[config.mk]
export PLATFORM = sky130hd
export DESIGN_NAME = eirq_top
export DESIGN_NICKNAME = d
export VERILOG_FILES = /design/src/inc/eirq_pkg.sv /design/src/verilog/eirq_top.sv /design/src/verilog/eirq_wake_filter.sv
export VERILOG_INCLUDE_DIRS = /design/src /design/src/inc
export SDC_FILE = /design/constraint.sdc
export NUM_CORES = 1
export LEC_CHECK = 0
export BUFFER_PORTS_ARGS = -buffer_cell sky130_fd_sc_hd__buf_2
export CORE_MARGIN = 2
export CORE_UTILIZATION = 44
export CTS_CLUSTER_SIZE = 14
export DETAILED_ROUTE_END_ITERATION = 12
export PLACE_DENSITY = 0.76
export SYNTH_ARGS = -nofsm -noshare
export SYNTH_HDL_FRONTEND = slang
export SYNTH_SLANG_ARGS = --single-unit
[constraint.sdc]
create_clock -name sys_clk -period 1.9 [get_ports sys_clk]
set_input_delay 0.57 -clock sys_clk [delete_from_list [all_inputs] [get_ports sys_clk]]
set_output_delay 0.57 -clock sys_clk [all_outputs]
set_load 0.01 [all_outputs]
[src/inc/eirq_params.svh]
`ifndef EIRQ_PARAMS_SVH
`define EIRQ_PARAMS_SVH

// ----------------------------------------------------------------
// register word offsets (byte addresses)
// ----------------------------------------------------------------
`define EIRQ_OFF_SENSE      4'h0
`define EIRQ_OFF_ENABLE     4'h4
`define EIRQ_OFF_FLAGS      4'h8
`define EIRQ_OFF_STATE      4'hC

// ----------------------------------------------------------------
// field positions (pin i sits at BASE + i, or 2*i for sense)
// ----------------------------------------------------------------
`define EIRQ_EN_BIT_BASE    6
`define EIRQ_FLAG_BIT_BASE  6
`define EIRQ_STATE_WAKE_BIT 2
`define EIRQ_STATE_GATE_BIT 3

// ----------------------------------------------------------------
// reset values
// ----------------------------------------------------------------
`define EIRQ_SENSE_RST      4'h0
`define EIRQ_ENABLE_RST     2'h0
`define EIRQ_FLAGS_RST      2'h0
`define EIRQ_RDATA_RST      32'h0000_0000

// ----------------------------------------------------------------
// timing
// ----------------------------------------------------------------
`define EIRQ_CLK_PERIOD_NS  50
`define EIRQ_STARTUP_NS     65000
`define EIRQ_STARTUP_CYC    ((`EIRQ_STARTUP_NS + `EIRQ_CLK_PERIOD_NS - 1) / `EIRQ_CLK_PERIOD_NS)

`endif

[src/inc/eirq_pkg.sv]
package eirq_pkg;

    typedef enum logic [1:0]
    {
        EIRQ_SENSE_LOW  = 2'b00,
        EIRQ_SENSE_ANY  = 2'b01,
        EIRQ_SENSE_FALL = 2'b10,
        EIRQ_SENSE_RISE = 2'b11
    } eirq_sense_t;

    typedef enum logic [1:0]
    {
        EIRQ_WK_IDLE   = 2'b00,
        EIRQ_WK_SAMPLE = 2'b01,
        EIRQ_WK_START  = 2'b10
    } eirq_wake_t;

    typedef struct packed
    {
        logic       rd;
        logic       wr;
        logic [3:0] addr;
        logic [7:0] wdata;
        logic       be0;
    } eirq_bus_t;

    typedef struct packed
    {
        logic [1:0] cur;
        logic [1:0] prev;
        logic [1:0] lvl;
    } eirq_pins_t;

endpackage

[src/verilog/eirq_top.sv]
// The Avalon-MM interface to the registers and the register addresses were decided locally.
`timescale 1ns/1ps
`include "eirq_params.svh"

// Behaviour
// - pin activity raises interrupts even while the pin is driven as output
// - enabled low-level mode keeps requesting while the pin stays low, except while the deep-sleep wake sequence runs
// - edge detection only runs while the I/O clock runs
// - low-level detection works without the I/O clock
// - deep-sleep wake needs two low samples on watchdog ticks
// - level gone before start-up end: wake anyway, no interrupt
// - pin 1 sense: 00 low, 01 change, 10 fall, 11 rise
// - pin 0 sense uses the same encoding as pin 1
// - pin sampled before edge detect; pulses over one clock caught
// - request needs enable bit and global enable; bit 7 pin 1, bit 6 pin 0
// - each pin has its own vector request
// - pin event sets its pending flag; bit 7 pin 1, bit 6 pin 0
// - flag, enable and global enable together request the vector
// - flag clears on vector entry or written one; zero leaves it
// - flag reads cleared while pin is in low-level mode

module eirq_top #(
    parameter int STARTUP_CYCLES = `EIRQ_STARTUP_CYC
)(
    input  wire logic        sys_clk,
    input  wire logic        nrst,
    input  wire logic [3:0]  avs_address,
    input  wire logic        avs_read,
    input  wire logic        avs_write,
    input  wire logic [31:0] avs_writedata,
    input  wire logic [3:0]  avs_byteenable,
    output logic      [31:0] avs_readdata,
    output logic             avs_waitrequest,
    input  wire logic        ext_irq0_line,
    input  wire logic        ext_irq1_line,
    input  wire logic        global_irq_en,
    input  wire logic [1:0]  vec_ack,
    input  wire logic        io_clk_run,
    input  wire logic        sleep_deep,
    input  wire logic        wdt_tick,
    output logic      [1:0]  irq_vec_req,
    output logic             irq,
    output logic             wake_req
);

    // ----------------------------------------------------------------
    // declarations
    // ----------------------------------------------------------------
    eirq_pkg::eirq_bus_t  bus;
    eirq_pkg::eirq_pins_t pins;
    eirq_pkg::eirq_pins_t next_pins;
    logic [3:0]           sense_ctl;
    logic [3:0]           next_sense_ctl;
    logic [1:0]           en;
    logic [1:0]           next_en;
    logic [1:0]           flag;
    logic [1:0]           next_flag;
    logic [1:0]           ev;
    logic [1:0]           w1c;
    logic [1:0]           lvl_act;
    logic [1:0]           next_irq_vec_req;
    logic                 next_irq;
    logic [31:0]          next_readdata;
    logic                 next_waitrequest;
    logic                 wr_fire;
    logic                 lvl_gate;
    logic                 wake_out;
    logic                 lvl_low_any;

    // ----------------------------------------------------------------
    // helpers
    // ----------------------------------------------------------------
    function automatic logic edge_event(
        input logic [1:0] mode,
        input logic       prev,
        input logic       cur
    );
        logic hit;
        hit = 1'b0;
        case (eirq_pkg::eirq_sense_t'(mode))
            eirq_pkg::EIRQ_SENSE_ANY:  hit = prev ^ cur;
            eirq_pkg::EIRQ_SENSE_FALL: hit = prev & ~cur;
            eirq_pkg::EIRQ_SENSE_RISE: hit = ~prev & cur;
            default:                   hit = 1'b0;
        endcase
        return hit;
    endfunction

    function automatic logic is_level(input logic [1:0] mode);
        return eirq_pkg::eirq_sense_t'(mode) == eirq_pkg::EIRQ_SENSE_LOW;
    endfunction

    // ----------------------------------------------------------------
    // bus capture
    // ----------------------------------------------------------------
    always_comb
    begin
        bus.rd    = avs_read;
        bus.wr    = avs_write;
        bus.addr  = avs_address;
        bus.wdata = avs_writedata[7:0];
        bus.be0   = avs_byteenable[0];
    end

    // writes take effect only on the edge where waitrequest is low
    assign wr_fire = bus.wr && !avs_waitrequest && bus.be0;

    // ----------------------------------------------------------------
    // pin sampling
    // ----------------------------------------------------------------
    // pad level is read regardless of port direction, so software
    // driving the pin as an output still raises the interrupt
    always_comb
    begin
        next_pins     = pins;
        // level copy runs on every edge, independent of the I/O clock
        next_pins.lvl = {ext_irq1_line, ext_irq0_line};
        if (io_clk_run)
        begin
            // a frozen I/O clock freezes the edge sampler too
            next_pins.cur  = {ext_irq1_line, ext_irq0_line};
            next_pins.prev = pins.cur;
        end
    end

    always_ff @(posedge sys_clk)
    begin
        if (!nrst)
            pins <= '{cur: 2'b11, prev: 2'b11, lvl: 2'b11};
        else
            pins <= next_pins;
    end

    // ----------------------------------------------------------------
    // pending flags
    // ----------------------------------------------------------------
    always_comb
    begin
        for (int i = 0; i < 2; i++)
        begin
            ev[i]      = io_clk_run
                         && edge_event(sense_ctl[2*i +: 2], pins.prev[i], pins.cur[i]);
            w1c[i]     = wr_fire && bus.addr == `EIRQ_OFF_FLAGS
                         && bus.wdata[`EIRQ_FLAG_BIT_BASE + i];
            lvl_act[i] = is_level(sense_ctl[2*i +: 2]) && !pins.lvl[i];
        end
    end

    always_comb
    begin
        next_flag = flag;
        for (int i = 0; i < 2; i++)
        begin
            if (is_level(sense_ctl[2*i +: 2]))
                next_flag[i] = 1'b0;
            else if (ev[i])
                next_flag[i] = 1'b1;
            else if (vec_ack[i] || w1c[i])
                next_flag[i] = 1'b0;
        end
    end

    always_ff @(posedge sys_clk)
    begin
        if (!nrst)
            flag <= `EIRQ_FLAGS_RST;
        else
            flag <= next_flag;
    end

    // ----------------------------------------------------------------
    // control registers
    // ----------------------------------------------------------------
    always_comb
    begin
        next_sense_ctl = sense_ctl;
        next_en        = en;
        if (wr_fire && bus.addr == `EIRQ_OFF_SENSE)
            next_sense_ctl = bus.wdata[3:0];
        else if (wr_fire && bus.addr == `EIRQ_OFF_ENABLE)
            next_en = bus.wdata[`EIRQ_EN_BIT_BASE +: 2];
    end

    always_ff @(posedge sys_clk)
    begin
        if (!nrst)
        begin
            sense_ctl <= `EIRQ_SENSE_RST;
            en        <= `EIRQ_ENABLE_RST;
        end
        else
        begin
            sense_ctl <= next_sense_ctl;
            en        <= next_en;
        end
    end

    // ----------------------------------------------------------------
    // wake filter
    // ----------------------------------------------------------------
    assign lvl_low_any = |(lvl_act & en);

    eirq_wake_filter #(
        .STARTUP_CYCLES (STARTUP_CYCLES)
    ) i_eirq_wake_filter (
        .sys_clk    (sys_clk),
        .nrst       (nrst),
        .sleep_deep (sleep_deep),
        .wdt_tick   (wdt_tick),
        .lvl_low    (lvl_low_any),
        .wake_req   (wake_out),
        .lvl_gate   (lvl_gate)
    );

    // ----------------------------------------------------------------
    // vector requests
    // ----------------------------------------------------------------
    // level requests wait for the wake sequence to finish, so a level
    // that vanished during start-up never reaches the core
    always_comb
    begin
        for (int i = 0; i < 2; i++)
            next_irq_vec_req[i] = global_irq_en && en[i]
                                  && (flag[i] || (lvl_act[i] && lvl_gate));
        next_irq = |next_irq_vec_req;
    end

    always_ff @(posedge sys_clk)
    begin
        if (!nrst)
        begin
            irq_vec_req <= 2'b00;
            irq         <= 1'b0;
            wake_req    <= 1'b0;
        end
        else
        begin
            irq_vec_req <= next_irq_vec_req;
            irq         <= next_irq;
            wake_req    <= wake_out;
        end
    end

    // ----------------------------------------------------------------
    // bus slave
    // ----------------------------------------------------------------
    // one wait state: read data is built while waitrequest is high
    always_comb
    begin
        next_waitrequest = 1'b1;
        next_readdata    = avs_readdata;
        if ((bus.rd || bus.wr) && avs_waitrequest)
        begin
            next_waitrequest = 1'b0;
            next_readdata    = `EIRQ_RDATA_RST;
            if (bus.rd)
            begin
                if (bus.addr == `EIRQ_OFF_SENSE)
                    next_readdata[3:0] = sense_ctl;
                else if (bus.addr == `EIRQ_OFF_ENABLE)
                    next_readdata[`EIRQ_EN_BIT_BASE +: 2] = en;
                else if (bus.addr == `EIRQ_OFF_FLAGS)
                    next_readdata[`EIRQ_FLAG_BIT_BASE +: 2] = flag;
                else if (bus.addr == `EIRQ_OFF_STATE)
                begin
                    next_readdata[1:0]                  = pins.lvl;
                    next_readdata[`EIRQ_STATE_WAKE_BIT] = wake_out;
                    next_readdata[`EIRQ_STATE_GATE_BIT] = lvl_gate;
                end
            end
        end
    end

    always_ff @(posedge sys_clk)
    begin
        if (!nrst)
        begin
            avs_waitrequest <= 1'b1;
            avs_readdata    <= `EIRQ_RDATA_RST;
        end
        else
        begin
            avs_waitrequest <= next_waitrequest;
            avs_readdata    <= next_readdata;
        end
    end
endmodule

[src/verilog/eirq_wake_filter.sv]
`timescale 1ns/1ps
`include "eirq_params.svh"

module eirq_wake_filter #(
    parameter int STARTUP_CYCLES = `EIRQ_STARTUP_CYC
)(
    input  wire logic sys_clk,
    input  wire logic nrst,
    input  wire logic sleep_deep,
    input  wire logic wdt_tick,
    input  wire logic lvl_low,
    output logic      wake_req,
    output logic      lvl_gate
);

    eirq_pkg::eirq_wake_t state;
    eirq_pkg::eirq_wake_t next_state;
    logic [15:0]          cnt;
    logic [15:0]          next_cnt;

    // ----------------------------------------------------------------
    // two watchdog-tick samples, then the start-up wait
    // ----------------------------------------------------------------
    always_comb
    begin
        next_state = state;
        next_cnt   = cnt;
        case (state)
            eirq_pkg::EIRQ_WK_IDLE:
            begin
                if (sleep_deep && wdt_tick && lvl_low)
                    next_state = eirq_pkg::EIRQ_WK_SAMPLE;
            end
            eirq_pkg::EIRQ_WK_SAMPLE:
            begin
                if (!sleep_deep)
                    next_state = eirq_pkg::EIRQ_WK_IDLE;
                else if (wdt_tick)
                begin
                    // noise that went away between ticks does not wake
                    if (lvl_low)
                    begin
                        next_state = eirq_pkg::EIRQ_WK_START;
                        next_cnt   = 16'(STARTUP_CYCLES - 1);
                    end
                    else
                        next_state = eirq_pkg::EIRQ_WK_IDLE;
                end
            end
            eirq_pkg::EIRQ_WK_START:
            begin
                // wake goes ahead even if the level drops meanwhile
                if (cnt == 16'h0000)
                    next_state = eirq_pkg::EIRQ_WK_IDLE;
                else
                    next_cnt = cnt - 16'h0001;
            end
            default:
                next_state = eirq_pkg::EIRQ_WK_IDLE;
        endcase
    end

    always_ff @(posedge sys_clk)
    begin
        if (!nrst)
        begin
            state    <= eirq_pkg::EIRQ_WK_IDLE;
            cnt      <= 16'h0000;
            wake_req <= 1'b0;
            lvl_gate <= 1'b1;
        end
        else
        begin
            state    <= next_state;
            cnt      <= next_cnt;
            wake_req <= (next_state == eirq_pkg::EIRQ_WK_START);
            lvl_gate <= (next_state == eirq_pkg::EIRQ_WK_IDLE);
        end
    end
endmodule

**Yosys cells after proc, flatten, opt, wreduce, memory -nomap -nowiden**

Cells that the tools add are included.

- Latch bits: 0
- Logic and storage cells: 116
- Bits in read-only memories: 0
- Output and inout bits: 37
- Input bits: 52
- Memories: 0
- Bits in writable memories: 0
- Flip-flop bits (word level): 45

- Eq/ne operators: 16
- Multiply operators: 0
- Reductions and logical operators: 43
- Magnitude comparators: 0
- Shift-type cells: 0
- Div/mod/pow operators: 0
- $add $sub $neg: 1
- Bitwise gates (word level): 13
- Mux-type cells: 27

Operators with widths:

| kind | number |
|---|---|
| $mux 16 | 4 |
| $pmux 16 s2 | 1 |
| $logic_and 1x1->1 | 20 |
| $mux 4 | 5 |
| $mux 2 | 9 |
| $logic_not 16->1 | 1 |
| $sub 16x1->16 const B | 1 |
| $eq 2x2->1 const B | 6 |
| $eq 4x4->1 const B | 2 |
| $logic_not 2->1 | 4 |
| $reduce_or 2->1 | 4 |
| $eq 2x1->1 const B | 3 |
| $ne 2x2->1 const B | 3 |
| $not 1->1 | 6 |
| $pmux 1 s3 | 2 |
| $pmux 2 s3 | 1 |
| $reduce_bool 2->1 | 3 |
| $logic_or 1x1->1 | 5 |
| $mux 1 | 5 |
| $reduce_and 5->1 | 1 |
| $and 1x1->1 | 4 |
| $eq 4x3->1 const B | 1 |
| $logic_not 4->1 | 1 |
| $logic_not 1->1 | 3 |
| other kinds (4) | 5 |

**Longest topological paths before layout**

Gate-level depths: netlist of the first run.

- Word-level depth: 9
- Depth in mapped cells: 7
- Mapped depth without buffers: 6

**By module**

Synthesis of the first run repeated with hierarchy kept, for this count alone.

- Cell total of the unflattened synthesis: 280
- Area, all modules: 2441.1 µm²

Modules (own cells, without submodules):

| module | sequential area each (µm²) | area an instance (µm²) | cells an instance | times used |
|---|---|---|---|---|
| eirq_top | 500.5 | 1405.1 | 161 | 1 |
| eirq_wake_filter | 400.4 | 1036.0 | 119 | 1 |

**Worst setup path before layout of the first run**

OpenSTA, ideal clock, no wires.

- Path type: input port to flip-flop
- Start point: input avs_address[1]
- End point: register flag[0]
- Data required time: 1.781 ns
- Buffers on the path: 1
- Data arrival time: 1.691 ns
- Setup slack: 0.090 ns
- Stages: 5
- Library setup time: 0.119 ns
- Cells stage by stage: nor4b_1 -> and2_1 -> clkbuf_1 -> a311oi_1 -> o221a_2

- Word-level cells in the longest chain between the ends: 5

RTL lines:

| element | line | source |
|---|---|---|
| start, declared | eirq_top.sv:27 | `input wire logic [3:0] avs_address,` |
| $eq 4x4->1 (no source line) | n/a |  |
| $logic_and 1x1->1 (no source line) | n/a |  |
| $logic_and 1x1->1 | eirq_top.sv:143 | `` w1c[i] = wr_fire && bus.addr == `EIRQ_OFF_FLAGS `` |
| $logic_or 1x1->1 | eirq_top.sv:158 | `else if (vec_ack[i] \|\| w1c[i])` |
| $reduce_bool 2->1 (no source line) | n/a |  |
| end signal, assigned | eirq_top.sv:166 | `` flag <= `EIRQ_FLAGS_RST; `` |
| end signal, assigned | eirq_top.sv:168 | `flag <= next_flag;` |
| end, declared | eirq_top.sv:56 | `logic [1:0] flag;` |

Every way passes these cells.
A chain may end at the register's enable or synchronous reset.

**Worst setup path after layout of the first run**

- Start point: register i_eirq_wake_filter.cnt[0]
- End point: register i_eirq_wake_filter.cnt[14]

- Word-level cells in the longest chain between the ends: 3
- Elaborated cells on any way between the ends: 6
- Those cells by class: add/sub: 1; eq/ne: 1; mux: 2; reduce/logical: 2

RTL lines:

| element | line | source |
|---|---|---|
| start, declared | eirq_wake_filter.sv:18 | `logic [15:0] cnt;` |
| start signal, assigned | eirq_wake_filter.sv:75 | `cnt <= next_cnt;` |
| $sub 16x1->16 or $logic_not 16->1 (tied branches) | eirq_wake_filter.sv:56, eirq_wake_filter.sv:53 |  |
| $mux 16 or $ne 2x2->1 (tied branches) | n/a |  |
| $pmux 16 s2 or $reduce_and 5->1 (tied branches) | n/a |  |

Several ways; a longest one is shown, not always the timed one. The select of a mux whose other input is x is not followed.

==> summary.md, run 1 <==
| Metric | Value |
|---|---|
| Status | `finished, final reports clean` |
| Total wire length | `5111 um` |
| Synth Instances | `271` |
| Number of global-route vias before repair | `2,032` |
| Reg2Reg Launch Point | `i_eirq_wake_filter.cnt[0]$_SDFFE_PN0P_` |
| Layout area overhead | `15.47%` |
| Most common cell after layout, fill and taps aside | `dfxtp_1` |
| Placement Cell Area | `2641 sq um` |
| Crit path arrival time | `2.03 ns` |
| Synth async-reset ratio | `0%` |
| Final instance area | `2746 sq um` |
| Final worst-path cycle share | `94.70%` |
| PwrDens | `622.1 nW/um^2` |
| Core area | `5172 sq um` |
| # IOs | `89` |
| Top cell type's share of synthesized area | `37.87%` |
| Skew final | `0.007017 ns` |
| RSZ-0062 raised after global routing | `yes` |
| DIE AREA | `6010 sq um` |
| FILL cells | `478` |
| Utilization after layout | `53.10%` |
| Largest cells by area after synthesis | `dfxtp_1 (38%), buf_4 (8.8%), a21oi_1 (4.4%)` |
| Placed cells | `384` |
| Register area share after synthesis | `37.87%` |
| Peak supply drop | `0.0003901 V` |
| Crit path required time | `2.13 ns` |
| # nets final | `378` |
| Hold crit path type | `flop to flop` |
| Hold WS | `0.4585 ns` |
| Fin crit period | `1.799 ns` |
| R2R depth | `7` |
| Routed len/inst | `13.04 um` |
| Setup violators final | `0` |
| PnR worst setup slack | `0.1007 ns` |
| Mapped cell area | `2379 sq um` |
| Antenna violations before repair | `0` |
| Worst setup EP type | `flop` |
| Global-route wire length before repair | `8769 um` |
| Reg2reg end | `i_eirq_wake_filter.cnt[14]$_SDFFE_PN0P_` |
| Synthesis-stage register bit count | `45` |
| Avg Cell Area, Syn | `8.777 sq um` |
| Via count | `2,101` |
| Final Hold Violating Endpoints | `0` |
| Clk slew on worst S/H paths | `0.09 ns` |
| Total power | `1.708 mW` |
| DRC | `0` |
| All-Layer GR Usage | `17.86%` |
| Chip width | `77.53 um` |
| Num rows | `26` |
| Synth cell types | `54` |
| Crit start category | `flop` |
| Port buffer count | `33` |
| Max frequency | `0.5558 GHz` |
| TritonCTS clock tree | `built` |
| Final slew viol count | `0` |
| GRT overflow | `0` |
| Area leader, netlist | `dfxtp_1` |
| CP startpoint | `i_eirq_wake_filter.cnt[0]$_SDFFE_PN0P_` |
| DRT Pass-1 Iters | `4` |
| DP Wirelength | `3938 um` |
| Reg2Reg Setup Slack | `0.10 ns` |
| Detail Route Antenna Nets | `0` |
| Top FF cell, synth | `dfxtp_1` |
| Clk buf depth | `2` |
| # Max-Cap Violations | `0` |
| TritonCTS buffer count | `5` |
| Setup Slack @ Placement | `-0.04463 ns` |
| Iteration-0 DRC count of the detailed router | `78` |
| Vias/cell | `5.360` |
| Setup_tns | `0 ns` |
| Clock sink count | `45` |
| Setup CP Type | `flop to flop` |
| Post-CTS Setup Inserts | `0` |
| Routability congestion estimate | `0.9397` |
| Largest net degree at the start of global routing | `16` |
| CP Capture Point | `i_eirq_wake_filter.cnt[14]$_SDFFE_PN0P_` |
| Leakage | `1.183 nW` |
| Htree depth | `2` |
| CP max FO | `6` |
| Number of synthesized flops with an enable pin | `0` |
| Diodes inserted | `0` |
| Warnings from Yosys | `0` |
| Layout cells sized above 1 | `24.84%` |
| Reg area | `902.1 sq um` |
| Die Height | `77.53 um` |
| Initial Utilization | `45.98%` |
| CTS Root Buffer Type | `clkbuf_8` |
| Worst Min Path Start | `avs_readdata[6]$_SDFFE_PN0P_` |
| Most frequent cells in the layout | `dfxtp_1 (44), buf_2 (33), conb_1 (26)` |
| Clock latency at the later pin of the worst-skew pair | `0.30 ns` |
| Multi-input logic area | `1306 sq um` |
| Layout Cells excl Fill | `392` |
-- power by group --
part           switching [mW]  total, mW  internal [mW]
logic                  0.0927      0.147         0.0547
clock network           0.339      0.600          0.261
registers             0.00799      0.961          0.953
total                   0.440       1.71           1.27
-- kinds of logic (layout without fill, tap and decap cells) --
logic type | count (synthesis) | count (layout) | share of synthesized area [%]
AO/OA/AOI/OAI | 65 | 65 | 18.57
adder cells (fa/ha/maj) | 5 | 5 | 2.630
buffers and inverters | 46 | 72 | 11.73
flip-flops | 45 | 45 | 37.87
multiplexers | 5 | 5 | 2.209
other | 1 | 26 | 0.1577
AND/OR/NAND/NOR | 104 | 104 | 26.83
-- worst max-delay path, stage by stage (launching register included) --
cell     delay, ns
dfxtp_2       0.34
inv_1         0.05
ha_1          0.16
nor3b_2       0.24
buf_4         0.15
nand3_2       0.12
or4_1         0.51
a21oi_1       0.15
-- synthesized netlist by cell type (4+ instances only) --
cell type	count
dfxtp_1	45
buf_4	28
a21oi_1	21
nand2_1	15
nand3_1	15
nor2_1	14
inv_1	10
or3_1	8
a22oi_1	7
clkbuf_1	6
o31ai_1	6
or4_1	6
and2_1	5
ha_1	5
nand3b_1	5
nor2b_1	5
o211ai_1	5
o21a_1	5
a22o_1	4
nor4_1	4
o21ai_0	4
-- worst min path at each step --
stage,endpoint,cells after the start
after floorplan,wake_req$_SDFF_PN0_,1
after detailed placement,avs_readdata[7]$_SDFFE_PN0P_,2
final,avs_readdata[6]$_SDFFE_PN0P_,2
after global placement,avs_readdata[7]$_SDFFE_PN0P_,2
after global routing,avs_readdata[7]$_SDFFE_PN0P_,2
after CTS,pins[0]$_SDFF_PN1_,2
-- cell type report --
class | count | area share (%)
Multi-Input combinational cell | 205 | 47.56
Sequential cell | 45 | 32.85
Timing Repair Buffer | 54 | 11.75
Tap cell | 70 | 3.189
Clock buffer | 5 | 2.506
Inverter | 10 | 1.367
Clock inverter | 3 | 0.7745
-- state kept, by name (all words and copies together), names as in the netlist --
name,flops
i_eirq_wake_filter.wake_req,1
irq,1
avs_readdata,6
i_eirq_wake_filter.state,2
sense_ctl,4
avs_waitrequest,1
i_eirq_wake_filter.cnt,16
irq_vec_req,2
flag,2
i_eirq_wake_filter.lvl_gate,1
wake_req,1
en,2
pins,6
-- per-layer routing --
metal	part of all wire, %	vias to the layer above	global-route usage (%)	routed length (um)
li1	-	1039	-	-
met1	45	966	21.08	2283
met2	47	83	30.61	2382
met3	6.3	13	4.070	321
met4	2.4	0	8.393	123
met5	0	-	0	0
-- repair_timing --
| action | 4_1_cts | 5_1_grt |
|---|---|---|
| hold buffers | 0 | 0 |
| endpoints found under the setup margin | 2 | 7 |
| cloned | 0 | 0 |
| gates resized for setup | 2 | 3 |
Note: power is estimated with default switching activity, not from simulation.
==> inputs of run 2 (changes only) <==
--- a/config.mk
+++ b/config.mk
@@ -6,12 +6,14 @@
 export SDC_FILE = /design/constraint.sdc
 export NUM_CORES = 1
 export LEC_CHECK = 0
+export ABC_AREA = 1
 export BUFFER_PORTS_ARGS = -buffer_cell sky130_fd_sc_hd__buf_2
 export CORE_MARGIN = 2
-export CORE_UTILIZATION = 44
+export CORE_UTILIZATION = 46
+export CTS_CLUSTER_DIAMETER = 120
 export CTS_CLUSTER_SIZE = 14
 export DETAILED_ROUTE_END_ITERATION = 12
-export PLACE_DENSITY = 0.76
+export PLACE_DENSITY = 0.77
 export SYNTH_ARGS = -nofsm -noshare
 export SYNTH_HDL_FRONTEND = slang
 export SYNTH_SLANG_ARGS = --single-unit
==> summary.md, run 2 <==
| Metric | Value |
|---|---|
| Crit path required time | `2.08 ns (-0.05 ns)` |
| Max frequency | `0.6067 GHz (+9.2%)` |
| Most frequent cells in the layout | `nand2_1 (65), nor2_1 (62), inv_1 (46)` |
| Setup violators final | `0 (unchanged)` |
| Critical path's top delay family | `simple AND/OR/NAND/NOR gates` |
| Leakage | `1.388 nW (+17%)` |
| Skew final | `0.01225 ns (+0.005235 ns)` |
| Synth cell count leaders | `nand2_1 (65), nor2_1 (62), inv_1 (46), dfxtp_1 (45), nand3_1 (42)` |
| Final worst-path cycle share | `86.75% (-8.0 points)` |
| Utilization after layout | `51.72% (-1.4 points)` |
| TritonCTS buffer count | `5 (unchanged)` |
| Clk buf depth | `2 (unchanged)` |
| Reg2reg end | `i_eirq_wake_filter.cnt[14]$_SDFFE_PN0P_` |
| Slowest cell on the critical path | `dfxtp_1` |
| Synthesis-stage register bit count | `45 (unchanged)` |
| CP max FO | `17 (+11)` |
| Diodes inserted | `0 (unchanged)` |
| Chip width | `79.56 um (+2.6%)` |
| FILL cells | `559 (+17%)` |
| Reg2Reg Launch Point | `i_eirq_wake_filter.cnt[0]$_SDFFE_PN0P_` |
| Clock latency at the later pin of the worst-skew pair | `0.30 ns (about the same)` |
| Clock sink count | `45 (unchanged)` |
| Worst Min Path Start | `i_eirq_wake_filter.wake_req$_SDFF_PN0_` |
| Resized cells post-CTS | `0 (-2)` |
| Number of synthesized flops with an enable pin | `0 (unchanged)` |
| Most common cell after layout, fill and taps aside | `nand2_1` |
| Psw | `435.0 uW (-1.1%)` |
| Routed len/inst | `10.45 um (-20%)` |
| Synth async-reset ratio | `0% (unchanged)` |
| Largest cells by area after synthesis | `dfxtp_1 (34%), nand2_1 (9.3%), nor2_1 (8.9%)` |
| Port buffer count | `33 (unchanged)` |
| # Max-Cap Violations | `0 (unchanged)` |
| RSZ-0062 raised after global routing | `no` |
| Die Height | `79.56 um (+2.6%)` |
| Max reg flops | `16 (unchanged)` |
| Warnings from Yosys | `0 (unchanged)` |
| Final Hold Violating Endpoints | `0 (unchanged)` |
| DP Wirelength | `3909 um (-0.74%)` |
| Vias/cell | `4.835 (-9.8%)` |
| Initial Utilization | `47.69% (+1.7 points)` |
| Sw Share | `25.10% (-0.65 points)` |
| # IOs | `89 (unchanged)` |
| Largest regs | `i_eirq_wake_filter.cnt: 16 flops, avs_readdata: 6 flops, pins: 6 flops` |
| Wire length on met3 | `296 um (-7.8%)` |
| Hold-critical path endpoint | `wake_req$_SDFF_PN0_` |
| PwrDens | `608.7 nW/um^2 (-2.1%)` |
| Crit start category | `flop` |
| M1 WL | `2392 um (+4.8%)` |
| WP buf/inv | `1 (-1)` |
| CP max stage delay | `0.31 ns (-0.20 ns)` |
| DRT Pass-1 Iters | `4 (unchanged)` |
| Reg with most FFs | `i_eirq_wake_filter.cnt` |
| DRC | `0 (unchanged)` |
| Setup_tns | `0 ns (unchanged)` |
| DIE AREA | `6330 sq um (+5.3%)` |
| Detail Route Antenna Nets | `0 (unchanged)` |
| Post-CTS Setup Inserts | `0 (unchanged)` |
| Mapped cell area | `2626 sq um (+10%)` |
| Sequential share of power | `55.3% (-0.9 points)` |
| Int Pwr | `1.298 mW (+2.3%)` |
| TritonCTS clock tree | `built` |
| CP startpoint | `i_eirq_wake_filter.cnt[0]$_SDFFE_PN0P_` |
| Iteration-0 DRC count of the detailed router | `143 (+83%)` |
| Worst setup EP type | `flop` |
| Top sig layer | `met4` |
| CTS Hold Buffers Added | `0 (unchanged)` |
| Number of global-route vias before repair | `2,063 (+1.5%)` |
| Crit-path cells | `inv_1 > ha_1 > nand2_2 > nor2_1 > nand2_2 > nand2_4 > nand2_8 > nand2_8 > nor2_1 > nor2_1 > nor2_1` |
| Peak supply drop | `0.0003062 V (-22%)` |
| Area leader, netlist | `dfxtp_1` |
| Core area | `5507 sq um (+6.5%)` |
| Top FF cell, synth | `dfxtp_1` |
| Clock Power Share | `36.9% (+1.8 points)` |
| Synth cell types | `31 (-43%)` |
| CTS Root Buffer Type | `clkbuf_8` |
| Status | `finished, final reports clean` |
| Reg2Reg Setup Slack | `0.25 ns (+0.15 ns)` |
| Hold crit path type | `flop to flop` |
| Largest net degree at the start of global routing | `18 (+2)` |
| Avg Cell Area, Syn | `6.839 sq um (-22%)` |
| Most instantiated library cell after synthesis | `nand2_1` |
| R2R depth | `11 (+4)` |
| Antenna violations before repair | `0 (unchanged)` |
| Crit path arrival time | `1.83 ns (-0.20 ns)` |
| Routed wl met2 | `2394 um (+0.50%)` |
| Num rows | `27 (+3.8%)` |
| Synth Instances | `384 (+42%)` |
| Fin crit period | `1.648 ns (-0.1511 ns)` |
| Combinational Power Share | `7.7% (-0.9 points)` |
| Layout cells sized above 1 | `16.95% (-7.9 points)` |
| GRT overflow | `0 (unchanged)` |
| Htree depth | `2 (unchanged)` |
| # nets final | `475 (+26%)` |
| Final slew viol count | `0 (unchanged)` |
| Setup CP Type | `flop to flop` |
| Total wire length | `5133 um (+0.43%)` |
| Hold path depth | `2 (unchanged)` |
| All-Layer GR Usage | `17.08% (-0.78 points)` |
| Routability congestion estimate | `0.9484 (+0.93%)` |
| Worst path most repeated cell | `nor2_1` |
| Register area share after synthesis | `34.30% (-3.6 points)` |
| Global-route wire length before repair | `8769 um (unchanged)` |
| Via count | `2,374 (+13%)` |
| Clk slew on worst S/H paths | `0.09 ns (about the same)` |
| Top cell type's share of synthesized area | `34.30% (-3.6 points)` |
| Layout area overhead | `8.433%` |
==> run 2: cell count changes after synthesis, sizes merged, moves of 11 or more <==
cell,delta
inv,+37
nand2,+59
nor2,+53
o21ai,+11
nand3,+26
a21oi,+11
==> run 2: worst max path at each step <==
stage,slack (ns),to,cells past startpoint
CTS,0.24,i_eirq_wake_filter.cnt[14]$_SDFFE_PN0P_,11
detailed placement,0.19,sense_ctl[1]$_SDFFE_PN0P_,7
finish,0.25,i_eirq_wake_filter.cnt[14]$_SDFFE_PN0P_,11
floorplan,0.47,sense_ctl[1]$_SDFFE_PN0P_,6
global route,0.07,i_eirq_wake_filter.cnt[12]$_SDFFE_PN0P_,11
global placement,0.23,sense_ctl[3]$_SDFFE_PN0P_,7
==> run 2: cell type report <==
type | count | area (sq um) | share of cell area, %
inverter | 47 | 176.4 | 6.195
timing repair buffer | 37 | 195.2 | 6.854
clock buffer | 6 | 82.58 | 2.900
clock inverter | 2 | 17.52 | 0.6151
tap | 72 | 90.09 | 3.163
multi-input combinational | 282 | 1385 | 48.64
sequential | 45 | 900.9 | 31.63
==> run 2: kinds of logic (layout without fill, tap and decap cells) <==
family	after synthesis	after routing	share of synthesized area, %
simple gates	191	191	33.16
buf+inv	82	92	16.53
compound gates	59	59	13.15
flops	45	45	34.30
fa+ha+maj	5	5	2.382
other cells	1	26	0.1428
xor+xnor	1	1	0.3336
==> run 2: metal layers <==
| layer | vias to the layer above | track usage [%] |
|---|---|---|
| li1 | 1238 | - |
| met4 | 0 | 4.828 |
| met5 | - | 0 |
| met3 | 5 | 2.941 |
| met1 | 1063 | 21.73 |
| met2 | 68 | 29.58 |
==> run 2: worst register-to-register path: stages, from the launching register on <==
cell	delay, ns
dfxtp_1	0.31
inv_1	0.10
ha_1	0.21
nand2_2	0.12
nor2_1	0.15
nand2_2	0.09
nand2_4	0.09
nand2_8	0.11
nand2_8	0.16
nor2_1	0.06
nor2_1	0.11
nor2_1	0.04
==> run 2: power groups by stage <==
stage | clock (mW) | sequential (mW) | combinational [mW]
after global placement | 0 | 0.981 | 0.130
after global routing | 0.696 | 0.961 | 0.155
after floorplan | 0 | 0.982 | 0.123
after detailed placement | 0 | 0.982 | 0.133
after CTS | 0.655 | 0.959 | 0.134
final | 0.640 | 0.959 | 0.134
==> run 2: stage by stage <==
| step | area, sq um | setup slack [ns] | power [mW] | hold slack [ns] | instances |
|---|---|---|---|---|---|
| 6_report | 2848 | 0.2518 | 1.733 | 0.4353 | 491 |
| 5_1_grt | 2848 | 0.06640 | 1.812 | 0.4503 | 491 |
| 4_1_cts | 2848 | 0.2416 | 1.748 | 0.4379 | 491 |
| 3_5_place_dp | 2748 | 0.1852 | 1.115 | 0.4252 | 483 |
| 3_3_place_gp | 2748 | 0.2313 | 1.111 | 0.4220 | 483 |
| 2_1_floorplan | 2720 | 0.4654 | 1.105 | 0.4071 | 409 |
